[src/include/link_pulse_pkg.sv]
// Constants and types for the link pulse generator
// Contract
// - Idle 10BASE-T: 100 ns pulse every 16 ms
// - Burst clock and data pulses 100 ns wide
// - Burst clock pulses start 125 us apart
// - One bit: data pulse 62 us after clock
// - Burst spans 2 ms first to last pulse
// - Burst starts 16 ms apart
// - Timings are transmit values, not receive windows
`default_nettype none
package link_pulse_pkg;
  localparam int unsigned CLK_HZ       = 20_000_000;
  localparam int unsigned PULSE_NS     = 100;
  localparam int unsigned PERIOD_MS    = 16;
  localparam int unsigned CLK_SPACE_US = 125;
  localparam int unsigned DATA_OFS_US  = 62;
  localparam int unsigned BURST_MS     = 2;
  // Cycle counts; widths round down, none below one cycle
  localparam int unsigned PULSE_CYC    =
    (PULSE_NS * (CLK_HZ / 1_000_000)) / 1000;
  localparam int unsigned PERIOD_CYC   = PERIOD_MS * (CLK_HZ / 1000);
  localparam int unsigned CLK_SPACE_CYC =
    CLK_SPACE_US * (CLK_HZ / 1_000_000);
  localparam int unsigned DATA_OFS_CYC =
    DATA_OFS_US * (CLK_HZ / 1_000_000);
  localparam int unsigned BURST_CYC    = BURST_MS * (CLK_HZ / 1000);
  // 2 ms / 125 us gives 16 slots, 17 clock pulses span the burst
  localparam int unsigned SLOTS        = BURST_CYC / CLK_SPACE_CYC;
  localparam int unsigned CNT_W        = 20;
  localparam int unsigned PAGE_W       = 16;
  localparam logic [4:0]  SLOT_ZERO    = 5'h00;

  typedef enum logic [1:0] {
    MODE_OFF   = 2'h0,
    MODE_NLP   = 2'h1,
    MODE_BURST = 2'h2
  } pulse_mode_t;

  typedef struct packed {
    logic pulse;
    logic clock_pulse;
    logic data_pulse;
    logic burst_active;
  } pulse_out_t;
endpackage
`default_nettype wire

[src/logic/link_pulse_generator.sv]
// Normal link pulse and negotiation pulse burst transmit generator
`default_nettype none

// ------------------------------------------------------------------
// Two-stage synchroniser for level pins
// ------------------------------------------------------------------
module pin_sync #(
  parameter int unsigned WIDTH = 1
) (
  input  wire logic             sys_clk,
  input  wire logic             reset_n,
  input  wire logic [WIDTH-1:0] pin_in,
  output var  logic [WIDTH-1:0] sync_q
);
  // Only the second stage is read, so a metastable first stage never
  // reaches the timers
  logic [WIDTH-1:0] meta_q;
  always_ff @(posedge sys_clk or negedge reset_n) begin
    if (!reset_n) begin
      meta_q <= '0;
      sync_q <= '0;
    end else begin
      meta_q <= pin_in;
      sync_q <= meta_q;
    end
  end
endmodule

// ------------------------------------------------------------------
// Link pulse generator
// ------------------------------------------------------------------
module link_pulse_generator
  import link_pulse_pkg::*;
#(
  parameter int unsigned PERIOD_CYCLES = PERIOD_CYC,
  parameter int unsigned SPACE_CYCLES  = CLK_SPACE_CYC,
  parameter int unsigned DATA_CYCLES   = DATA_OFS_CYC,
  parameter int unsigned PULSE_CYCLES  = PULSE_CYC,
  parameter int unsigned NUM_SLOTS     = SLOTS
) (
  input  wire logic             sys_clk,
  input  wire logic             reset_n,
  input  wire logic [1:0]       mode_pin,
  input  wire logic [PAGE_W-1:0] page_pin,
  output var  pulse_out_t       tx_q
);
  // ----------------------------------------------------------------
  // Input synchronisers
  // ----------------------------------------------------------------
  // Page bits are static levels; a mixed word is taken only at period
  // start, long after the pins have settled
  logic [1:0]        mode_s2_q;
  logic [PAGE_W-1:0] page_s2_q;

  pin_sync #(
    .WIDTH ($bits(mode_pin))
  ) i_mode_sync (
    .sys_clk (sys_clk),
    .reset_n (reset_n),
    .pin_in  (mode_pin),
    .sync_q  (mode_s2_q)
  );

  pin_sync #(
    .WIDTH (PAGE_W)
  ) i_page_sync (
    .sys_clk (sys_clk),
    .reset_n (reset_n),
    .pin_in  (page_pin),
    .sync_q  (page_s2_q)
  );

  // ----------------------------------------------------------------
  // Period and slot timers
  // ----------------------------------------------------------------
  // Mode changes are taken only at period start so a burst is never cut;
  // pin code 3 is not decoded and keeps the line quiet
  typedef enum logic [3:0] {
    ST_IDLE  = 4'b0001,
    ST_LINK  = 4'b0010,
    ST_BURST = 4'b0100,
    ST_TAIL  = 4'b1000
  } seq_state_t;

  seq_state_t        state_q;
  seq_state_t        state_d;
  seq_state_t        start_state;
  logic [PAGE_W-1:0] page_q;
  logic [CNT_W-1:0]  period_cnt_q;
  logic [CNT_W-1:0]  slot_cnt_q;
  logic [4:0]        slot_q;
  logic              period_start;
  logic              slot_end;
  assign period_start = (period_cnt_q == CNT_W'(PERIOD_CYCLES - 1));
  assign slot_end     = (slot_cnt_q == CNT_W'(SPACE_CYCLES - 1));

  always_ff @(posedge sys_clk or negedge reset_n) begin
    if (!reset_n) begin
      period_cnt_q <= '0;
    end else if (period_start) begin
      period_cnt_q <= '0;
    end else begin
      period_cnt_q <= period_cnt_q + CNT_W'(1);
    end
  end

  always_ff @(posedge sys_clk or negedge reset_n) begin
    if (!reset_n) begin
      page_q <= '0;
    end else if (period_start) begin
      page_q <= page_s2_q;
    end
  end

  always_ff @(posedge sys_clk or negedge reset_n) begin
    if (!reset_n) begin
      slot_cnt_q <= '0;
    end else if (period_start || slot_end) begin
      slot_cnt_q <= '0;
    end else begin
      slot_cnt_q <= slot_cnt_q + CNT_W'(1);
    end
  end

  // Slot index saturates one past the last slot so the tail stays quiet
  always_ff @(posedge sys_clk or negedge reset_n) begin
    if (!reset_n) begin
      slot_q <= SLOT_ZERO;
    end else if (period_start) begin
      slot_q <= SLOT_ZERO;
    end else if (slot_end && (slot_q <= 5'(NUM_SLOTS))) begin
      slot_q <= slot_q + 5'h01;
    end
  end

  // ----------------------------------------------------------------
  // Sequencer
  // ----------------------------------------------------------------
  always_comb begin
    case (mode_s2_q)
      MODE_NLP:   start_state = ST_LINK;
      MODE_BURST: start_state = ST_BURST;
      default:    start_state = ST_IDLE;
    endcase
  end

  always_comb begin
    state_d = state_q;
    case (state_q)
      ST_IDLE: begin
        if (period_start) begin
          state_d = start_state;
        end
      end
      ST_LINK: begin
        if (period_start) begin
          state_d = start_state;
        end
      end
      ST_BURST: begin
        if (period_start) begin
          state_d = start_state;
        end else if (slot_end && (slot_q == 5'(NUM_SLOTS))) begin
          state_d = ST_TAIL;
        end
      end
      ST_TAIL: begin
        if (period_start) begin
          state_d = start_state;
        end
      end
      default: begin
        state_d = ST_IDLE;
      end
    endcase
  end

  always_ff @(posedge sys_clk or negedge reset_n) begin
    if (!reset_n) begin
      state_q <= ST_IDLE;
    end else begin
      state_q <= state_d;
    end
  end

  // ----------------------------------------------------------------
  // Pulse triggers
  // ----------------------------------------------------------------
  // Timings drive the transmitter only; nothing here judges received
  // pulses
  logic in_burst;
  logic clk_fire;
  logic data_fire;
  logic data_bit;
  assign in_burst = (state_q == ST_BURST);
  assign data_bit = (slot_q < 5'(PAGE_W)) ? page_q[slot_q[3:0]] : 1'b0;
  assign clk_fire = (state_q == ST_LINK) ? (period_cnt_q == '0)
                  : (in_burst && slot_cnt_q == '0);
  // Zero bit leaves the data slot empty
  assign data_fire = in_burst && (slot_q < 5'(NUM_SLOTS))
                  && (slot_cnt_q == CNT_W'(DATA_CYCLES))
                  && data_bit;

  // ----------------------------------------------------------------
  // Pulse width shaper
  // ----------------------------------------------------------------
  // The fire cycle is the first of the pulse, so the counter only has
  // to hold the line for the remaining cycles
  logic [7:0] width_cnt_q;
  logic       is_data_q;
  logic       width_live;
  pulse_out_t tx_d;
  assign width_live = (width_cnt_q > 8'h01);

  always_ff @(posedge sys_clk or negedge reset_n) begin
    if (!reset_n) begin
      width_cnt_q <= 8'h00;
    end else if (clk_fire || data_fire) begin
      width_cnt_q <= 8'(PULSE_CYCLES);
    end else if (width_cnt_q != 8'h00) begin
      width_cnt_q <= width_cnt_q - 8'h01;
    end
  end

  always_ff @(posedge sys_clk or negedge reset_n) begin
    if (!reset_n) begin
      is_data_q <= 1'b0;
    end else if (clk_fire || data_fire) begin
      is_data_q <= data_fire;
    end
  end

  // ----------------------------------------------------------------
  // Output register
  // ----------------------------------------------------------------
  always_comb begin
    tx_d              = '0;
    tx_d.clock_pulse  = clk_fire || (width_live && !is_data_q);
    tx_d.data_pulse   = data_fire || (width_live && is_data_q);
    tx_d.pulse        = tx_d.clock_pulse || tx_d.data_pulse;
    tx_d.burst_active = in_burst;
  end

  always_ff @(posedge sys_clk or negedge reset_n) begin
    if (!reset_n) begin
      tx_q <= '0;
    end else begin
      tx_q <= tx_d;
    end
  end
endmodule
`default_nettype wire

[config.mk]
export PLATFORM = sky130hd
export DESIGN_NAME = link_pulse_generator
export DESIGN_NICKNAME = d
export VERILOG_FILES = /design/src/include/link_pulse_pkg.sv /design/src/logic/link_pulse_generator.sv
export SDC_FILE = /design/constraint.sdc
export NUM_CORES = 1
export LEC_CHECK = 0
export BUFFER_PORTS_ARGS = -buffer_cell sky130_fd_sc_hd__clkbuf_2
export CAP_MARGIN = 25
export CORE_ASPECT_RATIO = 1.25
export CORE_MARGIN = 4
export CORE_UTILIZATION = 30
export DETAILED_ROUTE_END_ITERATION = 12
export PLACE_DENSITY = 0.54
export SYNTH_ARGS = -nofsm -noshare
export SYNTH_HDL_FRONTEND = slang
export SYNTH_SLANG_ARGS = --single-unit
[constraint.sdc]
create_clock -name sys_clk -period 6.1 [get_ports sys_clk]
set_clock_uncertainty 0.15 [all_clocks]
set_input_delay 0.305 -clock sys_clk [delete_from_list [all_inputs] [get_ports sys_clk]]
set_output_delay 0.305 -clock sys_clk [all_outputs]
set_load 0.01 [all_outputs]
==> out/metrics.cfg, run 1 <==
[place]
gp_congestion = 0.8062
dp_hpwl_mm = 5.681
dp.cells = 672
portBuffers = 23

[routing]
first_pass_iters = 4
vias_per_cell = 4.529
ant_nets = 0
vias = 3279
first_iter_violations = 180
drt-total-wl_mm = 8.715
wl_per_cell_um = 12.04
post-route-drc-count = 0

[final_layout]
layout_common_cells = dfrtp_1 (113), nand2_1 (72), nor2_1 (57)
diodes = 0
drive_gt1_frac = 0.1270
layout_commonest_cell = dfrtp_1
n_fill_cell = 1559
nets = 529
register_area_um2 = 2854
areaGrowthSynthToFinish_pct = 23.48
stdcell_count = 724
fin_util = 0.3792
multi_input_area_um2 = 1839

[clocking]
cts.htree.levels = 4
cts.path.max_buffers = 2
numCtsBuffers = 17
cts.clk_slew.worst_paths_ns = 0.06
cts_num_sinks = 114
cts_root_buffer = clkbuf_16
cts_setup_buffers = 0
clock_insertion_delay_worst_skew_ns = 0.42
tritoncts = yes

[timing]
setup_violations = 0
holdWs_ns = 0.1962
max_slew_margin = 0.3228
setup_tns_ns = 0
fmax_ghz = 0.3733
maxSlewViolCount = 0
hold_violations = 0
rsz0062_at_grt = false
min_period_over_period = 0.4392
period_needed_ns = 2.679
worst_slew_pin_slew_ns = 1.006

[synth]
avgSynthCellArea_um2 = 10.72
synth_top_area_frac = 0.5890
yosysTopAreaCell = dfrtp_1
ys_seq_area_frac = 0.5945
async_flop_share = 1.000
yosysWarnings = 0
synth_area_um2 = 4801
synthTopCellsByArea = dfrtp_1 (59%), nand2_1 (5.6%), xnor2_1 (4.9%), nor2_1 (4.5%), xor2_1 (2.7%)
synth-seq-cells = 114
synth_nets = 478
synth_edf_count = 0
synth_ff_type = dfrtp_1
synth_cell_types = 49
synthCells = 448

[global_route]
track_usage = 0.1084
grt_pass1_vias = 3356
grt_pass1_wl_mm = 15.66
antenna_found_initial = 0
grt_max_degree = 66
grt-ovfl-total = 0

[min_path]
hold_path_class = flop to flop

[worst_setup_path]
crit_family = simple AND/OR/NAND/NOR gates
path_class = flop to flop
crit_chain = or4_1 -> nor4_1 -> nand4_1 -> a31o_2
r2r_slack_ns = 3.42
start_kind = flop
cp_slowest_cell = nand4_1
critPathBufInv = 0
r2r-end = is_data_q
startpoint = period_cnt_q[12]
cp_max_fo = 11
cp_data_arrival_time_ns = 2.82
rr_worst_depth = 4
slowest_delay_ns = 0.62
endpoint_kind = flop
r2r_start = period_cnt_q[12]
cp-endpoint = is_data_q
worst_ep_required_time_ns = 6.24
path_depth = 4

[floorplanning]
dieArea_um2 = 18100
initial_core_util = 0.3071
fp.coreArea_um2 = 15630
ios = 24
die-width_um = 121.1
num_rows = 51
die_h_um = 149.4

[power_and_ir_drop]
max-vdd-ir-drop_mv = 0.1537
leakage_nw = 2.736
powerDensity_nw_per_um2 = 290.4

[run_status]
outcome = completed

[run]
maxCapViolCount = 0

through the flow:
| stage | instance area [um2] | power (mW) | setup WS (ns) |
|---|---|---|---|
| after global routing | 5928 | 1.790 | 3.242 |
| after detailed placement | 5164 | 0.8084 | 2.522 |
| after floorplan | 4801 | 0.7854 | 3.843 |
| final | 5928 | 1.722 | 3.421 |
| after CTS | 5913 | 1.749 | 2.514 |
| after global placement | 5136 | 0.8072 | 2.755 |
layer usage:
metal / track usage / up-vias / share of wire
li1: - / 1628 / -
met1: 0.1324 / 1592 / 0.45
met2: 0.1775 / 50 / 0.50
met3: 0.03214 / 9 / 0.031
met4: 0.04877 / 0 / 0.014
met5: 0 / - / 0
final cells by class:
type                    count  area share
well taps                 212     0.04474
repair buffers             45     0.06036
multi-input cells         307      0.3103
clock inverters            14     0.02026
flip-flops and latches    114      0.4814
inverters                  14    0.008864
clock buffers              18     0.07408
kinds of logic after synthesis:
group | synth area share
xor gates and xnor gates | 0.07662
adders and majority gates | 0.02606
and+or+nand+nor | 0.2121
buffers and inverters | 0.02241
muxes | 0.02320
DFF | 0.5945
AOI/OAI and AO/OA | 0.04509
Yosys cell counts (2+ instances only):
master / count
nand4_1: 12
and4_1: 4
inv_1: 14
xnor2_1: 27
nor4_1: 8
a2111oi_0: 3
and3_1: 5
nand2_1: 72
or3_1: 6
or4_1: 2
nor2_1: 57
buf_2: 5
clkbuf_1: 7
a21o_1: 2
dfrtp_1: 113
xor2_1: 15
nand3_1: 22
nor2b_1: 5
o21ai_0: 4
nor3_1: 7
or2_2: 2
nand3b_1: 2
a21oi_1: 4
a311oi_1: 2
nor4b_1: 3
and2_1: 2
mux2i_1: 10
a211oi_1: 3
ha_1: 10
how the worst min path moves through the flow:
stage | from | slack (ns) | to | cells past startpoint
floorplan | reset_n | -0.14 | i_mode_sync.meta_q[0] | 0
global placement | i_page_sync.meta_q[7] | 0.18 | i_page_sync.sync_q[7] | 0
detailed placement | i_page_sync.meta_q[14] | 0.18 | i_page_sync.sync_q[14] | 0
CTS | i_page_sync.meta_q[14] | 0.20 | i_page_sync.sync_q[14] | 0
global route | i_page_sync.meta_q[4] | 0.20 | i_page_sync.sync_q[4] | 0
finish | i_page_sync.meta_q[3] | 0.20 | i_page_sync.sync_q[3] | 0
repair_timing:
item | CTS | global route
resized for setup | 0 | 0
endpoints found under the setup margin | 0 | 0
hold endpoints to repair | 66 | 0
hold buffers | 19 | 0
where the power goes:
group	internal [mW]	switching, mW
combinational	0.0133	0.0174
sequential	0.769	0.00308
clock	0.543	0.377
registers in the layout (all words and copies together) (netlist names), 4 cells and up:
signal	cells
i_page_sync.meta_q	16
i_page_sync.sync_q	16
page_q	16
period_cnt_q	20
slot_cnt_q	20
slot_q	5
state_q	4
tx_q	4
width_cnt_q	8
Power figures use the tool's default switching activity.
==> inputs of run 2 (changes only) <==
==> constraint.sdc (replaced) <==
create_clock -name sys_clk -period 2.5 [get_ports sys_clk]
set_clock_uncertainty 0.15 [all_clocks]
set_input_delay 0.125 -clock sys_clk [delete_from_list [all_inputs] [get_ports sys_clk]]
set_output_delay 0.125 -clock sys_clk [all_outputs]
set_load 0.01 [all_outputs]
==> run 2 against run 1 <==
Die area unchanged. Combinational power increased to 2.6 times the previous value. Global-route usage increased by 0.54 points. Routed wire length increased by 6.3%. First-iteration DRC count increased by 18%. Maximum frequency increased by 16%. Via count increased by 2.9%.
==> out/metrics.cfg, run 2 (synthesis gave the netlist of run 1 again) <==
[run_status]
outcome = completed

[worst_setup_path]
crit_chain = ha_1 -> nand2_1 -> or3_1 -> or2_1 -> o311a_1 -> a211o_1
endpoint_kind = flop
cp_data_arrival_time_ns = 2.49
slowest_delay_ns = 0.46
path_class = flop to flop
start_kind = flop
cp_max_fo = 6
worst_ep_required_time_ns = 2.68
cp_slowest_cell = or3_1

[routing]
post-route-drc-count = 0
first_iter_violations = 213
wl_per_cell_um = 12.51
first_pass_iters = 4
vias_per_cell = 4.559
vias = 3374
ant_nets = 0
drt-total-wl_mm = 9.260

[clocking]
cts.htree.levels = 4
cts.path.max_buffers = 2
cts_num_sinks = 114
tritoncts = yes
numCtsBuffers = 17
clock_insertion_delay_worst_skew_ns = 0.41
cts.clk_slew.worst_paths_ns = 0.05
cts_root_buffer = clkbuf_16

[timing]
fin_ws_ns = 0.1853
fmax_ghz = 0.4320
worst_slew_pin_slew_ns = 0.6473
maxSlewViolCount = 0
setup_violations = 0
setup_tns_ns = 0
hold_violations = 0
period_needed_ns = 2.315
max_slew_margin = 0.5685
min_period_over_period = 0.9259
rsz0062_at_grt = false

[global_route]
grt-ovfl-total = 0
grt_max_degree = 51
antenna_found_initial = 0
grt_pass1_vias = 3535
track_usage = 0.1138
grt_pass1_wl_mm = 16.50

[run]
maxCapViolCount = 0

[floorplanning]
fp.coreArea_um2 = 15630
num_rows = 51
die-width_um = 121.1
ios = 24
dieArea_um2 = 18100
die_h_um = 149.4
initial_core_util = 0.3071

[final_layout]
diodes = 0
nets = 546
largestRegisters = period_cnt_q x20, slot_cnt_q x20
drive_gt1_frac = 0.1553
layout_common_cells = dfrtp_1 (113), nand2_1 (72), nor2_1 (57)
areaGrowthSynthToFinish_pct = 28.54
final_cell_area_um2 = 6171
layout_commonest_cell = dfrtp_1
fin_util = 0.3947

[place]
place_area_um2 = 5276
dp_hpwl_mm = 6.223
portBuffers = 23
gp_congestion = 0.8046
place_ws_ns = 0.1492

[power_and_ir_drop]
leakage_nw = 2.883
max-vdd-ir-drop_mv = 0.3943
powerDensity_nw_per_um2 = 767.6

[min_path]
hold_path_class = primary input to asynchronous set/reset pin

## run 2: changes by cell type in the layout (fill, tap and decap cells not counted), sizes merged
cell and change:
clkinv +1, clkbuf +3, inv -9, buf +17, bufinv +6, clkinvlp -2
## run 2: where the power goes
| part | switching (mW) | leakage [nW] | internal, mW |
|---|---|---|---|
| clock network | 0.809 | 0.335 | 1.96 |
| registers | 0.00721 | 1.48 | 1.88 |
| logic | 0.0440 | 1.07 | 0.0367 |
## run 2: cell type report
cell class | count | area (um2)
Fill cell | 1491 | 9463
Sequential cell | 114 | 2854
Clock inverter | 10 | 202.7
Inverter | 14 | 52.55
Multi-Input combinational cell | 307 | 1846
Tap cell | 212 | 265.3
Clock buffer | 21 | 480.5
Timing Repair Buffer | 62 | 470.5
## run 2: timing repair
item,CTS,global route
setup endpoints to repair,0,28
resized for setup,0,1
setup buffers,0,2
hold buffers,19,0
endpoints found under the hold margin,65,0
## run 2: worst max-delay path: cells and delay by family, from the launching register on
family	cells	cell delay [ns]
and+or+nand+nor	3	0.81
adders and majority gates	1	0.31
DFF	1	0.38
AOI/OAI and AO/OA	2	0.58
## run 2: worst paths after layout
kind | start | cells past startpoint | end | slack, ns
worst min-delay path | reset_n | 2 | period_cnt_q[2] | 0.14
worst max register to register | slot_cnt_q[0] | 6 | state_q[0] | 0.19
max in group asynchronous | reset_n | 3 | state_q[0] | 1.32
min in group sys_clk | i_page_sync.meta_q[1] | 0 | i_page_sync.sync_q[1] | 0.19
worst min register to register | i_page_sync.meta_q[1] | 0 | i_page_sync.sync_q[1] | 0.19
worst max-delay path | slot_cnt_q[0] | 6 | state_q[0] | 0.19
## run 2: stage by stage
step	instances	total power [mW]	hold WS, ns
finish	740	4.737	0.1417
global route	740	4.894	0.1977
CTS	738	4.805	0.1529
detailed placement	688	1.977	0.04497
global placement	688	1.974	0.02650
floorplan	448	1.916	-0.3206
## run 2: per-layer routing
layer  up-vias  track usage  share of wire
li1       1654            -              -
met1      1651       0.1382           0.45
met2        53       0.1878           0.50
met3        16      0.02457          0.020
met4         0      0.06334          0.025
met5         -            0              0
==> inputs of run 3 (changes only) <==
--- a/config.mk
+++ b/config.mk
@@ -11,6 +11,7 @@
 export CORE_MARGIN = 4
 export CORE_UTILIZATION = 30
 export DETAILED_ROUTE_END_ITERATION = 12
+export GPL_TIMING_DRIVEN = 0
 export PLACE_DENSITY = 0.54
 export SYNTH_ARGS = -nofsm -noshare
 export SYNTH_HDL_FRONTEND = slang
==> constraint.sdc (replaced) <==
create_clock -name sys_clk -period 2.6 [get_ports sys_clk]
set_clock_uncertainty 0.15 [all_clocks]
set_input_delay 0.13 -clock sys_clk [delete_from_list [all_inputs] [get_ports sys_clk]]
set_output_delay 0.13 -clock sys_clk [all_outputs]
set_load 0.01 [all_outputs]
==> run 3 against run 2 <==
Flip-flop and latch count unchanged. Global-route usage decreased by 0.36 points. Sequential share of layout area increased by 1.5 points. Maximum frequency decreased by 4.7%. Utilization decreased by 1.2 points. Routed wire length decreased by 2.2%. First-iteration DRC count decreased by 12%. Via count decreased by 0.27%. Worst hold slack improved by 0.054 ns. Non-clock buffer count decreased by 6. Clock power decreased by 19%. Design area decreased by 3.1%. Largest cell class unchanged. Largest power group unchanged. Highest routed layer unchanged.
==> out/metrics.cfg, run 3 (synthesis gave the netlist of run 1 again) <==
[worst_setup_path]
crit_chain = or3_1 -> or3_1 -> buf_2 -> or2_1 -> o311a_1 -> a211o_1
start_kind = flop
cp_common_cell = or3_1
cp_max_fo = 6
worst_ep_required_time_ns = 2.78
path_depth = 6
rr_worst_depth = 6
cp_data_arrival_time_ns = 2.61
crit_family = simple AND/OR/NAND/NOR gates
r2r_slack_ns = 0.17
critPathBufInv = 1
r2r_start = slot_cnt_q[3]
path_class = flop to flop
cp-endpoint = state_q[0]
slowest_delay_ns = 0.45
cp_slowest_cell = dfrtp_1
startpoint = slot_cnt_q[3]
r2r-end = state_q[0]
endpoint_kind = flop

[power_and_ir_drop]
intPower_mw = 3.259
powerDensity_nw_per_um2 = 688.7
netSwitchingFraction = 0.2083
power_frac_seq = 0.440
clkPwrFrac = 0.543
max-vdd-ir-drop_mv = 0.5195
power_mw = 4.116
comb_power_share = 0.017
switchingPower_mw = 0.8574
leakage_nw = 2.759

[global_route]
grt-ovfl-total = 0
track_usage = 0.1102
grt_max_degree = 115
grtUsageMet1 = 0.1344
antenna_found_initial = 0
grt_use_met2 = 0.1730
grt_use_met3 = 0.03214
grt-busiest-layer = met2
grt_pass1_vias = 3344
grt_pass1_wl_mm = 15.73

[routing]
drt-total-wl_mm = 9.058
vias_per_cell = 4.584
ant_nets = 0
first_iter_violations = 188
first_pass_iters = 4
wl_per_cell_um = 12.34
post-route-drc-count = 0
vias = 3365

[timing]
worst_slew_pin_slew_ns = 0.8889
setup_violations = 0
hold_violations = 0
period_needed_ns = 2.430
setup_tns_ns = 0
fmax_ghz = 0.4115
maxSlewViolCount = 0
min_period_over_period = 0.9346
max_slew_margin = 0.4074
fin_ws_ns = 0.1700
rsz0062_at_grt = false

[final_layout]
drive_gt1_frac = 0.1379
layout_commonest_cell = dfrtp_1
areaGrowthSynthToFinish_pct = 24.50
nets = 540
largestRegisters = period_cnt_q x20, slot_cnt_q x20
diodes = 0
n_fill_cell = 1488
final_cell_area_um2 = 5977
layout_common_cells = dfrtp_1 (113), nand2_1 (71), nor2_1 (56)

[clocking]
cts.htree.levels = 4
clock_insertion_delay_worst_skew_ns = 0.41
tritoncts = yes
cts_num_sinks = 114
numCtsBuffers = 17
cts.clk_slew.worst_paths_ns = 0.06
cts_setup_buffers = 0
cts_root_buffer = clkbuf_16
cts.path.max_buffers = 2

[place]
dp_hpwl_mm = 5.924
place_ws_ns = -0.08754
place_area_um2 = 5190
gp_congestion = 0.7928
portBuffers = 23

[floorplanning]
die-width_um = 121.1
fp.coreArea_um2 = 15630
initial_core_util = 0.3071
num_rows = 51
die_h_um = 149.4
dieArea_um2 = 18100
ios = 24

[min_path]
min_from = i_page_sync.meta_q[2]
hold_path_class = flop to flop

[run]
maxCapViolCount = 0

[run_status]
outcome = completed

[run 3: changes by cell type in the layout (fill, tap and decap cells not counted), sizes merged]
cell and change:
bufinv -4, buf -15, clkinv +3, clkinvlp +4, clkbuf +6
[run 3: final cells by class]
type,instances,area [um2],area share
Multi-Input combinational cell,307,1851,0.3096
Sequential cell,114,2854,0.4775
Clock buffer,18,439.2,0.07348
Inverter,14,52.55,0.008792
Timing Repair Buffer,43,319.1,0.05338
Buffer,13,57.56,0.009629
Clock inverter,13,138.9,0.02324
Tap cell,212,265.3,0.04438
[run 3: per-stage QoR]
step / hold WS (ns) / utilization / cells
floorplan: -0.3156 / - / 448
global placement: 0.08759 / 0.3314 / 683
detailed placement: 0.08966 / 0.3320 / 683
CTS: 0.1892 / 0.3815 / 733
global route: 0.1993 / 0.3823 / 734
finish: 0.1953 / 0.3823 / 734
[run 3: layer usage]
metal	wire, um	part of all wire
met1	4107	0.45
met2	4419	0.49
met3	298	0.033
met4	232	0.026
met5	0	0
[run 3: timing repair]
| item | CTS | global route |
|---|---|---|
| hold buffers | 19 | 0 |
| setup endpoints to repair | 13 | 22 |
| endpoints found under the hold margin | 131 | 0 |
| resized for setup | 1 | 5 |
[run 3: how the worst min path moves through the flow]
| stage | slack [ns] | depth (start not counted) | endpoint |
|---|---|---|---|
| after CTS | 0.19 | 2 | i_page_sync.meta_q[14] |
| after floorplan | -0.32 | 0 | i_mode_sync.meta_q[0] |
| after global placement | 0.09 | 1 | i_page_sync.meta_q[5] |
| after detailed placement | 0.09 | 1 | i_page_sync.meta_q[3] |
| final | 0.20 | 0 | i_page_sync.sync_q[2] |
| after global routing | 0.20 | 0 | i_page_sync.sync_q[6] |
[run 3: power by group through the flow]
stage	clock network (mW)	registers [mW]	logic, mW
2_1_floorplan	0	1.84	0.00222
3_3_place_gp	0	1.84	0.0503
3_5_place_dp	0	1.84	0.0529
4_1_cts	2.28	1.81	0.0751
5_1_grt	2.37	1.81	0.0850
6_report	2.23	1.81	0.0711
